### src/cifr_cfg.svh
// Register map, field positions, reset values and counts of the card interface flag block
`ifndef CIFR_CFG_SVH
`define CIFR_CFG_SVH
// Byte addresses on the register bus
`define CIFR_CLKGATE_OFS 32'h8000502c
`define CIFR_FLAGS_OFS 32'h80100034
`define CIFR_CLEAR_OFS 32'h80100038
`define CIFR_MASK0_OFS 32'h8010003c
`define CIFR_MASK1_OFS 32'h80100040
`define CIFR_WORDS_OFS 32'h80100048
`define CIFR_WIN_LO_OFS 32'h80100080
`define CIFR_WIN_HI_OFS 32'h801000bc
// Field positions
`define CIFR_STICKY_MSB 10
`define CIFR_LIVE_LSB 11
`define CIFR_FLAG_MSB 21
`define CIFR_CLKEN_BIT 0
// Reset values
`define CIFR_MASK_RST 22'h000000
`define CIFR_STICKY_RST 11'h000
`define CIFR_CLKEN_RST 1'b0
// Counts
`define CIFR_WIN_WORDS 16
`define CIFR_LEN_W 16
`define CIFR_BYTES_PER_WORD 4
`endif

### src/cifr_pkg.sv
// Types shared by the card interface flag block
package cifr_pkg;
	typedef logic [21:0] cifr_flags_t;
	typedef logic [10:0] cifr_sticky_t;
	typedef logic [10:0] cifr_live_t;
	typedef logic [31:0] cifr_word_t;
endpackage

### src/cifr_top.sv
// Flag, interrupt mask, word counter, FIFO window and clock gate registers
`timescale 1ns/1ps
`include "cifr_cfg.svh"

// Function
// [RULE1] Writing one clears matching sticky flag
// [RULE2] Software writes zeros to reserved clear bits
// [RULE3] Mask bit one lets flag reach irq
// [RULE4] Two irq lines, each with own mask
// [RULE5] Both masks reset to zero
// [RULE6] Counter loads length on data enable
// [RULE7] Fifteen bit count of words left
// [RULE8] Trailing partial word counts as whole
// [RULE9] Window writes push, reads pop
// [RULE10] Every window address reaches the FIFO
// [RULE11] Clock gate bit resets to zero
// [RULE12] Software enables clock before other accesses
// [RULE13] Writing zero stops interface clock
// [RULE14] Low flags stay set until cleared
// [RULE15] High flags follow live logic
// [RULE16] Irq high while flag and mask
module cifr_top
	import cifr_pkg::*;
#(
	parameter int LEN_W = `CIFR_LEN_W,
	parameter int WIN_WORDS = `CIFR_WIN_WORDS
) (
	// Clock and reset
	input wire logic sys_clk,
	input wire logic rst,
	// APB slave
	input wire logic psel,
	input wire logic penable,
	input wire logic pwrite,
	input wire logic [31:0] paddr,
	input wire logic [31:0] pwdata,
	output logic [31:0] prdata,
	output logic pready,
	output logic pslverr,
	// Card interface state machines
	input wire logic [10:0] stickyEvt,
	input wire logic [10:0] liveFlags,
	input wire logic [LEN_W-1:0] transferLength,
	input wire logic dataEnableSet,
	input wire logic wordMoved,
	// Transmit FIFO push side
	output logic txPushValid,
	output logic [31:0] txPushData,
	input wire logic txPushReady,
	// Receive FIFO pop side
	input wire logic rxPopValid,
	input wire logic [31:0] rxPopData,
	output logic rxPopReady,
	// Interrupts and clock gate
	output logic irq0,
	output logic irq1,
	output logic cardIfClkEn
);

	localparam int CNT_W = LEN_W - 1;

	// Refuse sizes the rounding and window decode cannot serve
	if (LEN_W < 3 || WIN_WORDS != 16) begin : gBadParam
		$error("cifr_top: unsupported LEN_W or WIN_WORDS");
	end

	////////////////////////////////////////////////////////////////////////
	// Address decode

	// True for any word of the FIFO window
	function automatic logic isWindow(input logic [31:0] a);
		isWindow = (a >= `CIFR_WIN_LO_OFS) && (a <= `CIFR_WIN_HI_OFS);
	endfunction

	// True for any address that answers without an error, and also for unaligned addresses inside the FIFO window
	function automatic logic isMapped(input logic [31:0] a);
		isMapped = isWindow(a) || a == `CIFR_CLKGATE_OFS || a == `CIFR_FLAGS_OFS
			|| a == `CIFR_CLEAR_OFS || a == `CIFR_MASK0_OFS
			|| a == `CIFR_MASK1_OFS || a == `CIFR_WORDS_OFS;
	endfunction

	logic readyQ, readyD;
	logic errQ, errD;
	cifr_word_t prdataQ, prdataD;
	logic access, done, wr, winHit, canFinish, aligned;
	cifr_word_t readVal;

	cifr_sticky_t stickyQ, stickyD;
	cifr_flags_t flagsAll;
	cifr_flags_t mask0Q, mask0D;
	cifr_flags_t mask1Q, mask1D;
	logic [CNT_W-1:0] wordsLeftQ, wordsLeftD;
	logic [CNT_W-1:0] lenWords;
	logic [LEN_W:0] lenRound;
	logic clkEnQ, clkEnD;
	logic slotValidQ, slotValidD;
	cifr_word_t slotDataQ, slotDataD;
	logic irq0Q, irq0D, irq1Q, irq1D;
	logic clrHit;

	// Phases of the transfer; one wait state keeps read data in a flop
	assign access = psel && penable;
	assign done = access && readyQ;
	assign wr = done && pwrite;
	assign aligned = (paddr[1:0] == 2'h0);
	assign winHit = isWindow(paddr) && aligned; // [RULE10]
	assign clrHit = wr && paddr == `CIFR_CLEAR_OFS;

	// A window write waits for a free slot, a window read for data
	always_comb begin
		if (winHit && pwrite) begin
			canFinish = !slotValidQ;
		end else if (winHit) begin
			canFinish = rxPopValid;
		end else begin
			canFinish = 1'b1;
		end
	end

	// Pop in the cycle the read data is captured
	assign rxPopReady = access && !readyQ && !pwrite && winHit && rxPopValid; // [RULE9]

	////////////////////////////////////////////////////////////////////////
	// Read multiplexer

	always_comb begin
		readVal = 32'h00000000;
		if (winHit) begin
			readVal = rxPopData; // [RULE9]
		end else begin
			case (paddr)
				`CIFR_CLKGATE_OFS: readVal = {31'h00000000, clkEnQ};
				`CIFR_FLAGS_OFS: readVal = {10'h000, flagsAll};
				`CIFR_MASK0_OFS: readVal = {10'h000, mask0Q};
				`CIFR_MASK1_OFS: readVal = {10'h000, mask1Q};
				`CIFR_WORDS_OFS: readVal = {{(32-CNT_W){1'b0}}, wordsLeftQ}; // [RULE7]
				default: readVal = 32'h00000000; // Clear register reads zero
			endcase
		end
	end

	// Bus answer state
	always_comb begin
		readyD = 1'b0;
		errD = 1'b0;
		prdataD = prdataQ;
		if (access && !readyQ && canFinish) begin
			readyD = 1'b1;
			errD = !(isMapped(paddr) && aligned);
			if (!pwrite) begin
				prdataD = errD ? 32'h00000000 : readVal;
			end
		end
	end

	always_ff @(posedge sys_clk) begin
		if (rst) begin
			readyQ <= 1'b0;
			errQ <= 1'b0;
			prdataQ <= 32'h00000000;
		end else begin
			readyQ <= readyD;
			errQ <= errD;
			prdataQ <= prdataD;
		end
	end

	assign pready = readyQ;
	assign pslverr = readyQ && errQ;
	assign prdata = prdataQ;

	////////////////////////////////////////////////////////////////////////
	// Status flags and masks

	// Reserved clear bits are dropped by the part-select
	always_comb begin
		stickyD = stickyQ;
		if (clrHit) begin
			stickyD = stickyQ & ~pwdata[`CIFR_STICKY_MSB:0]; // [RULE1] [RULE2]
		end
		stickyD = stickyD | stickyEvt; // [RULE14] set beats a clear
	end

	assign flagsAll = {liveFlags, stickyQ}; // [RULE15]

	// Mask writes take effect at the completing edge only
	always_comb begin
		mask0D = mask0Q;
		mask1D = mask1Q;
		if (wr && paddr == `CIFR_MASK0_OFS) begin
			mask0D = pwdata[`CIFR_FLAG_MSB:0]; // [RULE3]
		end
		if (wr && paddr == `CIFR_MASK1_OFS) begin
			mask1D = pwdata[`CIFR_FLAG_MSB:0]; // [RULE3]
		end
	end

	// Registered irqs see the sticky flags and masks as they will stand next cycle, the live bits as they stand now
	always_comb begin
		irq0D = |({liveFlags, stickyD} & mask0D); // [RULE4] [RULE16]
		irq1D = |({liveFlags, stickyD} & mask1D); // [RULE4] [RULE16]
	end

	always_ff @(posedge sys_clk) begin
		if (rst) begin
			stickyQ <= `CIFR_STICKY_RST;
			mask0Q <= `CIFR_MASK_RST; // [RULE5]
			mask1Q <= `CIFR_MASK_RST; // [RULE5]
			irq0Q <= 1'b0;
			irq1Q <= 1'b0;
		end else begin
			stickyQ <= stickyD;
			mask0Q <= mask0D;
			mask1Q <= mask1D;
			irq0Q <= irq0D;
			irq1Q <= irq1D;
		end
	end

	// Live bits change between edges, so the level is kept from flops
	assign irq0 = irq0Q;
	assign irq1 = irq1Q;

	////////////////////////////////////////////////////////////////////////
	// Word counter

	// Round bytes up to words
	assign lenRound = {1'b0, transferLength} + (LEN_W+1)'(`CIFR_BYTES_PER_WORD - 1);
	assign lenWords = lenRound[LEN_W:2]; // [RULE8]

	// Load wins over a move in the same cycle
	always_comb begin
		wordsLeftD = wordsLeftQ;
		if (dataEnableSet) begin
			wordsLeftD = lenWords; // [RULE6]
		end else if (wordMoved && wordsLeftQ != '0) begin
			wordsLeftD = wordsLeftQ - CNT_W'(1); // [RULE7]
		end
	end

	always_ff @(posedge sys_clk) begin
		if (rst) begin
			wordsLeftQ <= '0;
		end else begin
			wordsLeftQ <= wordsLeftD;
		end
	end

	////////////////////////////////////////////////////////////////////////
	// FIFO window write slot and clock gate

	// One holding word so the push data comes from a flop
	always_comb begin
		slotValidD = slotValidQ;
		slotDataD = slotDataQ;
		if (slotValidQ && txPushReady) begin
			slotValidD = 1'b0;
		end
		if (wr && winHit) begin
			slotValidD = 1'b1; // [RULE9]
			slotDataD = pwdata;
		end
	end

	// The gate cell sits outside; this flop only steers it
	always_comb begin
		clkEnD = clkEnQ;
		if (wr && paddr == `CIFR_CLKGATE_OFS) begin
			clkEnD = pwdata[`CIFR_CLKEN_BIT]; // [RULE13]
		end
	end

	always_ff @(posedge sys_clk) begin
		if (rst) begin
			slotValidQ <= 1'b0;
			slotDataQ <= 32'h00000000;
			clkEnQ <= `CIFR_CLKEN_RST; // [RULE11]
		end else begin
			slotValidQ <= slotValidD;
			slotDataQ <= slotDataD;
			clkEnQ <= clkEnD;
		end
	end

	assign txPushValid = slotValidQ;
	assign txPushData = slotDataQ;
	assign cardIfClkEn = clkEnQ;

	////////////////////////////////////////////////////////////////////////
	// Checks

	AST_CLEAR_ONE: assert property (@(posedge sys_clk) disable iff (rst) // [RULE1]
		clrHit && pwdata[0] && !stickyEvt[0] |=> !stickyQ[0])
		else $error("clear write left flag 0 set");

	AST_CLEAR_ZERO: assert property (@(posedge sys_clk) disable iff (rst) // [RULE1]
		clrHit && !pwdata[3] && stickyQ[3] |=> stickyQ[3])
		else $error("zero clear bit dropped flag 3");

	AST_STICKY_HOLD: assert property (@(posedge sys_clk) disable iff (rst) // [RULE14]
		stickyQ[5] && !(clrHit && pwdata[5]) |=> stickyQ[5])
		else $error("sticky flag 5 fell without clear");

	AST_LIVE_READ: assert property (@(posedge sys_clk) disable iff (rst) // [RULE15]
		access && !readyQ && !pwrite && paddr == `CIFR_FLAGS_OFS
		|=> pready && prdata[21:11] == $past(liveFlags))
		else $error("live flags not read back");

	AST_MASK_RESET: assert property (@(posedge sys_clk) // [RULE5]
		$past(rst) |-> mask0Q == '0 && mask1Q == '0 && !irq0 && !irq1)
		else $error("mask not zero after reset");

	AST_IRQ0_RAISE: assert property (@(posedge sys_clk) disable iff (rst) // [RULE4]
		stickyEvt[2] && mask0Q[2] && !(wr && paddr == `CIFR_MASK0_OFS) |=> irq0)
		else $error("irq0 missed enabled flag");

	AST_IRQ1_MASKED: assert property (@(posedge sys_clk) disable iff (rst) // [RULE16]
		irq1 == |({$past(liveFlags), stickyQ} & mask1Q))
		else $error("irq1 differs from masked flags");

	AST_CNT_LOAD: assert property (@(posedge sys_clk) disable iff (rst) // [RULE8]
		dataEnableSet
		|=> wordsLeftQ == CNT_W'((32'($past(transferLength)) + 32'h3) >> 2))
		else $error("counter not loaded with rounded length");

	AST_CNT_DEC: assert property (@(posedge sys_clk) disable iff (rst) // [RULE7]
		wordMoved && !dataEnableSet && wordsLeftQ != '0
		|=> wordsLeftQ == $past(wordsLeftQ) - CNT_W'(1))
		else $error("counter did not step down");

	AST_CLKEN_WR: assert property (@(posedge sys_clk) disable iff (rst) // [RULE13]
		wr && paddr == `CIFR_CLKGATE_OFS |=> cardIfClkEn == $past(pwdata[0]))
		else $error("clock gate not written");

	AST_WIN_PUSH: assert property (@(posedge sys_clk) disable iff (rst) // [RULE10]
		wr && winHit |=> txPushValid && txPushData == $past(pwdata))
		else $error("window write not pushed");

	AST_RX_POP: assert property (@(posedge sys_clk) disable iff (rst) // [RULE9]
		rxPopReady |=> pready && prdata == $past(rxPopData))
		else $error("window read data lost");

endmodule

### config.mk
export PLATFORM = sky130hd
export DESIGN_NAME = cifr_top
export DESIGN_NICKNAME = d
export VERILOG_FILES = /design/src/cifr_pkg.sv /design/src/cifr_top.sv
export VERILOG_INCLUDE_DIRS = /design/src
export SDC_FILE = /design/constraint.sdc
export NUM_CORES = 1
export LEC_CHECK = 0
export BUFFER_PORTS_ARGS = -buffer_cell sky130_fd_sc_hd__buf_2
export CORE_UTILIZATION = 53
export CTS_BUF_LIST = sky130_fd_sc_hd__clkbuf_2 sky130_fd_sc_hd__clkbuf_4 sky130_fd_sc_hd__clkbuf_8
export CTS_CLUSTER_DIAMETER = 40
export DETAILED_ROUTE_END_ITERATION = 10
export PLACE_DENSITY = 0.93
export RECOVER_POWER = 100
export SYNTH_ARGS = -nofsm -noshare
export SYNTH_HDL_FRONTEND = slang
export SYNTH_SLANG_ARGS = --single-unit
### constraint.sdc
create_clock -name sys_clk -period 2.9 [get_ports sys_clk]
set_input_delay 0.145 -clock sys_clk [delete_from_list [all_inputs] [get_ports sys_clk]]
set_output_delay 0.145 -clock sys_clk [all_outputs]
set_load 0.03 [all_outputs]
# Word-level counts from Yosys, hierarchy flattened
# Index checks and enable logic that the tools add are counted.
# word_totals
reg_bits	140
inputBits	143
# classes
n_lt_le_gt_ge	2
bitwise	7
reduce_logical	38
eq_ne	6
n_addsub	2
mux	13
# ops
op	n
equality test 32 bit (second input constant)	6
one-hot mux 22 bit (5 select lines)	1
2-to-1 mux 32 bit	2
AND 22 bit	2
2-to-1 mux 22 bit	2
OR reduction 22 bit	2
>= comparator 32 bit (second input constant)	1
<= comparator 32 bit (second input constant)	1
2-to-1 mux 15 bit	2
logical AND 1 bit	20
adder 16 x 2 -> 17 bit (second input constant)	1
nonzero test 15 bit	1
subtractor 15 x 1 -> 15 bit (second input constant)	1
AND 11 bit	1
2-to-1 mux 11 bit	1
inverter 11 bit	1
OR 11 bit	1
logical OR 1 bit	6
2-to-1 mux 1 bit	5
logical NOT 1 bit	4
nonzero test 2 bit	2
logical NOT 2 bit	1
inverter 1 bit	2
AND reduction 2 bit	1
OR reduction 2 bit	1

# Depth between registers and ports, before layout
# depth
depth_word	10
mapped_depth	10
ltp_nobuf	7

# Worst setup path after synthesis
# Ideal clock, no wire load.
# synth_path
kind	input-to-output
from	input paddr[26]
to	output rxPopReady
arrival_time_ns	2.239
slack_ns	0.516
t_required_ns	2.755
path_stages	5
cell_sequence	or4_1 -> or3_4 -> nor2_1 -> nand3_1 -> nor4_1
# synth_between
elab_chain_len	5
elab_cells_between_ends	6
cone_classes	order compare: 2; reduce/logical: 4
# synth_rtl
element	line_no	rtl
start, declared	cifr_top.sv:35	input wire logic [31:0] paddr,
>= comparator 32 bit (no source line) or <= comparator 32 bit (tied branches)	n/a	
logical AND 1 bit (*)	cifr_top.sv:72	isWindow = (a >= `CIFR_WIN_LO_OFS) && (a <= `CIFR_WIN_HI_OFS);
logical AND 1 bit (*)	cifr_top.sv:106	assign winHit = isWindow(paddr) && aligned;
logical AND 1 bit (*) (2 in series)	cifr_top.sv:121	assign rxPopReady = access && !readyQ && !pwrite && winHit && rxPopValid;
end, declared	cifr_top.sv:53	output logic rxPopReady,
# Mark *: on every way between the ends. The rest lies on a longest branch, timed or not.

# Final worst setup path
# layout_path
from	register readyQ (netlist: pready)
to	register irq1Q (netlist: irq1)
# layout_between
elab_chain_len	7
elab_cells_between_ends	9
cone_classes	mux: 2; bitwise: 2; reduce/logical: 5
# layout_rtl
element	line_no	rtl
start, declared	cifr_top.sv:82	logic readyQ, readyD;
start signal, assigned	cifr_top.sv:162	readyQ <= readyD;
logical AND 1 bit (*)	cifr_top.sv:103	assign done = access && readyQ;
logical AND 1 bit (*)	cifr_top.sv:104	assign wr = done && pwrite;
logical AND 1 bit (no source line)	n/a	
2-to-1 mux 11 bit	cifr_top.sv:178	if (clrHit) begin
OR 11 bit	cifr_top.sv:181	stickyD = stickyD | stickyEvt;
AND 22 bit (*)	cifr_top.sv:201	irq1D = |({liveFlags, stickyD} & mask1D);
OR reduction 22 bit (*)	cifr_top.sv:201	
end signal, assigned	cifr_top.sv:216	irq1Q <= irq1D;
end, declared	cifr_top.sv:98	logic irq0Q, irq0D, irq1Q, irq1D;
# Marks and branches as above.
# A chain may end at the register's enable or synchronous reset.

==> results.md <==
| Quantity | This run |
| --- | --- |
| CTS tree | yes |
| Clk buf depth | 2 |
| First-pass GRT wire length | 35970 um |
| Cell variety after synth | 65 |
| Period Utilization, post-route | 92.88% |
| Weighted congestion reported at the end of routability-driven placement | 0.8874 |
| Fraction of final layout cells sized beyond drive strength 1 | 21.26% |
| Post-synthesis mux area share | 6.899% |
| Flip-flop and latch count after synthesis | 140 |
| Number of global-route vias before repair | 7113 |
| Starting Density | 54.43% |
| Result of the run | finished, final reports clean |
| Asr flop ratio synth | 0% |
| Overall power | 4050 uW |
| Count of nets after finishing | 1147 |
| CP Class | register to register |
| Cell Area, Synth | 6565 um^2 |
| Leading cell type by number of instances after synthesis | sky130_fd_sc_hd__dfxtp_1 |
| Floorplan row count | 40 |
| Number of warnings printed during yosys synthesis | 0 |
| Number of flops mapped to enable cells by yosys | 0 |
| Sequential share of the synthesized area | 42.69% |
| Xor and xnor area share after synthesis | 2.935% |
| Main combinational cell family by area after synthesis | simple AND/OR/NAND/NOR gates |
| Ranking of synthesized cells by instance count | 140 x sky130_fd_sc_hd__dfxtp_1, 102 x sky130_fd_sc_hd__nand2_1, 79 x sky130_fd_sc_hd__nor2_1 |
| Critical Path Source Type | register |
| Leak | 0.003521 uW |
| Headroom to the max-slew limit | 31.43% |
| Total of endpoints with negative setup slack in the final report | 0 |
| Compound-gate portion of the synthesized area | 20.28% |
| Violation count after the first detailed-routing iteration | 1068 |
| CP Data Required Time | 3.23 ns |
| Mean number of vias per cell | 6.126 |
| Number of gates resized after CTS | 0 |
| Remaining routing DRC violations | 0 |
| Top post-synthesis cells by area | sky130_fd_sc_hd__dfxtp_1 43%, sky130_fd_sc_hd__nand2_1 5.8%, sky130_fd_sc_hd__mux2i_1 5.2%, sky130_fd_sc_hd__nor2_1 4.5%, sky130_fd_sc_hd__a21oi_1 3.7% |
| Mapped Cells | 748 |
| Global route overflow | 0 |
| Overall fraction of global-route tracks in use | 36.43% |
| Residual antenna-violating net count after detailed routing | 0 |
| Achievable frequency | 371.2 MHz |
| Clock insertion delay at the later pin of the skew report | 0.46 ns |
| Drt pass-1 iters | 7 |
| TritonCTS sink count | 140 |
| Number of CTS-inserted buffers | 17 |
| Antenna violations before repair | 0 |
| HPWL after detailed placement | 15040 um |
| Height of the die | 113.3 um |
| Final wirelength | 23170 um |
| I/O pin count | 214 |
| Overall via count from detail_route | 7253 |
| Main synth FF type | sky130_fd_sc_hd__dfxtp_1 |
| Largest driver fanout on the critical path | 11 |
| Power density cells | 472.6 nW/um^2 |
| Number of max-cap violations | 0 |
| Unrepaired setup endpoints after global routing | false |
| Count of buffers added by post-CTS timing repair for setup | 0 |
| Placeable Area | 12060 um^2 |
| Smallest hold slack | 0.01958 ns |
| VDD IR-drop max | 0.3121 mV |
| Largest area contributor in the synthesized netlist | sky130_fd_sc_hd__dfxtp_1 |
| Post-CTS Hold Fix Bufs | 44 |
| Post-Route Setup TNS | 0 ns |
| Min Clock Period, post-route | 2.694 ns |
| Synth Area in Adders | 0.1906% |
| Kind of capture point of the worst setup path | register |
| Maximum number of pins on one net before global-route repair | 95 |
| Number of hold violations in the final report | 0 |
| Count of inserted antenna diode cells | 0 |
| Buffers on Ports | 213 |
| Clock Pin Slew Worst Setup and Hold Paths | 0.10 ns |
| Post-Syn Nets | 892 |
| Mean instance size in the synthesized netlist | 8.777 um^2 |
| Root buffer selected by CTS | sky130_fd_sc_hd__clkbuf_8 |
| Max-slew violation count | 0 |
| Slew at the pin closest to its max-slew limit | 1.029 ns |
| Routed len/inst | 19.57 um |
| Classification of the worst-slack hold path | input pin to register |
| Clock Skews | 0.01512 ns |
| Area share of the largest cell type after synthesis | 42.69% |
| Die Area | 12840 um^2 |
| Data arrival time of the critical path | 3.03 ns |
| Die width | 113.3 um |
| Synth-to-layout area growth | 30.53% |
| Synthesized-area fraction occupied by and/or/nand/nor cells | 22.43% |
| Level count of the clock H-tree | 4 |
-- kinds of logic after synthesis --
logic type / after synthesis
compound gates: 185
xor+xnor: 22
fa+ha+maj: 1
buf+inv: 66
flops: 140
mux: 44
simple gates: 290
-- power breakdown --
part | leakage [uW] | total [uW] | switching, uW | internal [uW]
Clock | 0.000192 | 1550 | 909 | 638
Combinational | 0.00219 | 495 | 278 | 217
Sequential | 0.00114 | 2010 | 44.2 | 1960
Total | 0.00352 | 4050 | 1230 | 2820
-- layer usage --
metal | global-route usage, % | part of all wire [%] | wire (um)
met5 | 0 | 0 | 0
met4 | 26.23 | 7.5 | 1736
met3 | 9.159 | 10 | 2355
met2 | 61.19 | 47 | 11000
met1 | 40.21 | 35 | 8083
-- critical path: stages, from the launching register on --
cell                       delay, ns
sky130_fd_sc_hd__dfxtp_1        0.38
sky130_fd_sc_hd__nand4_1        0.22
sky130_fd_sc_hd__nor2_1         0.27
sky130_fd_sc_hd__nand4_1        0.12
sky130_fd_sc_hd__clkbuf_1       0.33
sky130_fd_sc_hd__o22ai_1        0.35
sky130_fd_sc_hd__buf_4          0.18
sky130_fd_sc_hd__o22ai_1        0.08
sky130_fd_sc_hd__nor4_1         0.47
sky130_fd_sc_hd__a31oi_1        0.14
-- state kept, by name, indices dropped and copies added, names as in the netlist --
| register | cells |
|---|---|
| cardIfClkEn | 1 |
| mask1Q | 22 |
| txPushData | 32 |
| irq1 | 1 |
| stickyQ | 11 |
| errQ | 1 |
| mask0Q | 22 |
| irq0 | 1 |
| pready | 1 |
| prdata | 32 |
| txPushValid | 1 |
| wordsLeftQ | 15 |
-- cell usage in the layout (no fill, tap or decap), types with 11 or more instances in the layout --
cell                            instances
sky130_fd_sc_hd__nor2b_1               11
sky130_fd_sc_hd__nand2_1              102
sky130_fd_sc_hd__buf_2                140
sky130_fd_sc_hd__inv_1                 16
sky130_fd_sc_hd__a31oi_1               17
sky130_fd_sc_hd__o21bai_1              14
sky130_fd_sc_hd__nor4_1                12
sky130_fd_sc_hd__a22oi_1               19
sky130_fd_sc_hd__clkbuf_1              80
sky130_fd_sc_hd__nor2_1                78
sky130_fd_sc_hd__a211oi_1              12
sky130_fd_sc_hd__a21oi_1               49
sky130_fd_sc_hd__a222oi_1              21
sky130_fd_sc_hd__o22ai_1               25
sky130_fd_sc_hd__dlygate4sd3_1         44
sky130_fd_sc_hd__xnor2_1               14
sky130_fd_sc_hd__mux2i_1               34
sky130_fd_sc_hd__clkbuf_8              17
sky130_fd_sc_hd__nand3_1               20
sky130_fd_sc_hd__nand2b_1              12
sky130_fd_sc_hd__buf_4                 11
sky130_fd_sc_hd__dfxtp_1              140
-- worst paths after layout --
kind | slack (ns) | start | cells past startpoint | endpoint
min reg2reg | 0.45 | txPushData[6] | 2 | txPushData[6]
max reg2reg | 0.21 | pready | 9 | irq1
max | 0.21 | pready | 9 | irq1
min | 0.02 | stickyEvt[9] | 3 | stickyQ[9]
-- per-stage QoR --
step	setup slack [ns]	instances	utilization, %	instance area (um^2)
2_1_floorplan	0.5164	748	-	6565
3_3_place_gp	0.1315	1108	65.29	7875
3_5_place_dp	0.1069	1108	65.29	7875
4_1_cts	0.4391	1184	72.06	8692
5_1_grt	0.1011	1184	71.05	8569
6_report	0.2064	1184	71.05	8569
-- area by class of cell --
cell class / instances / area [um^2]
timing repair buffer: 286 / 1654
tap: 168 / 210.2
clock inverter: 15 / 142.6
multi-input combinational: 542 / 3466
clock buffer: 17 / 234.0
sequential: 140 / 2803
inverter: 16 / 60.06
fill: 888 / 3492
(Power assumes the default switching activity.)
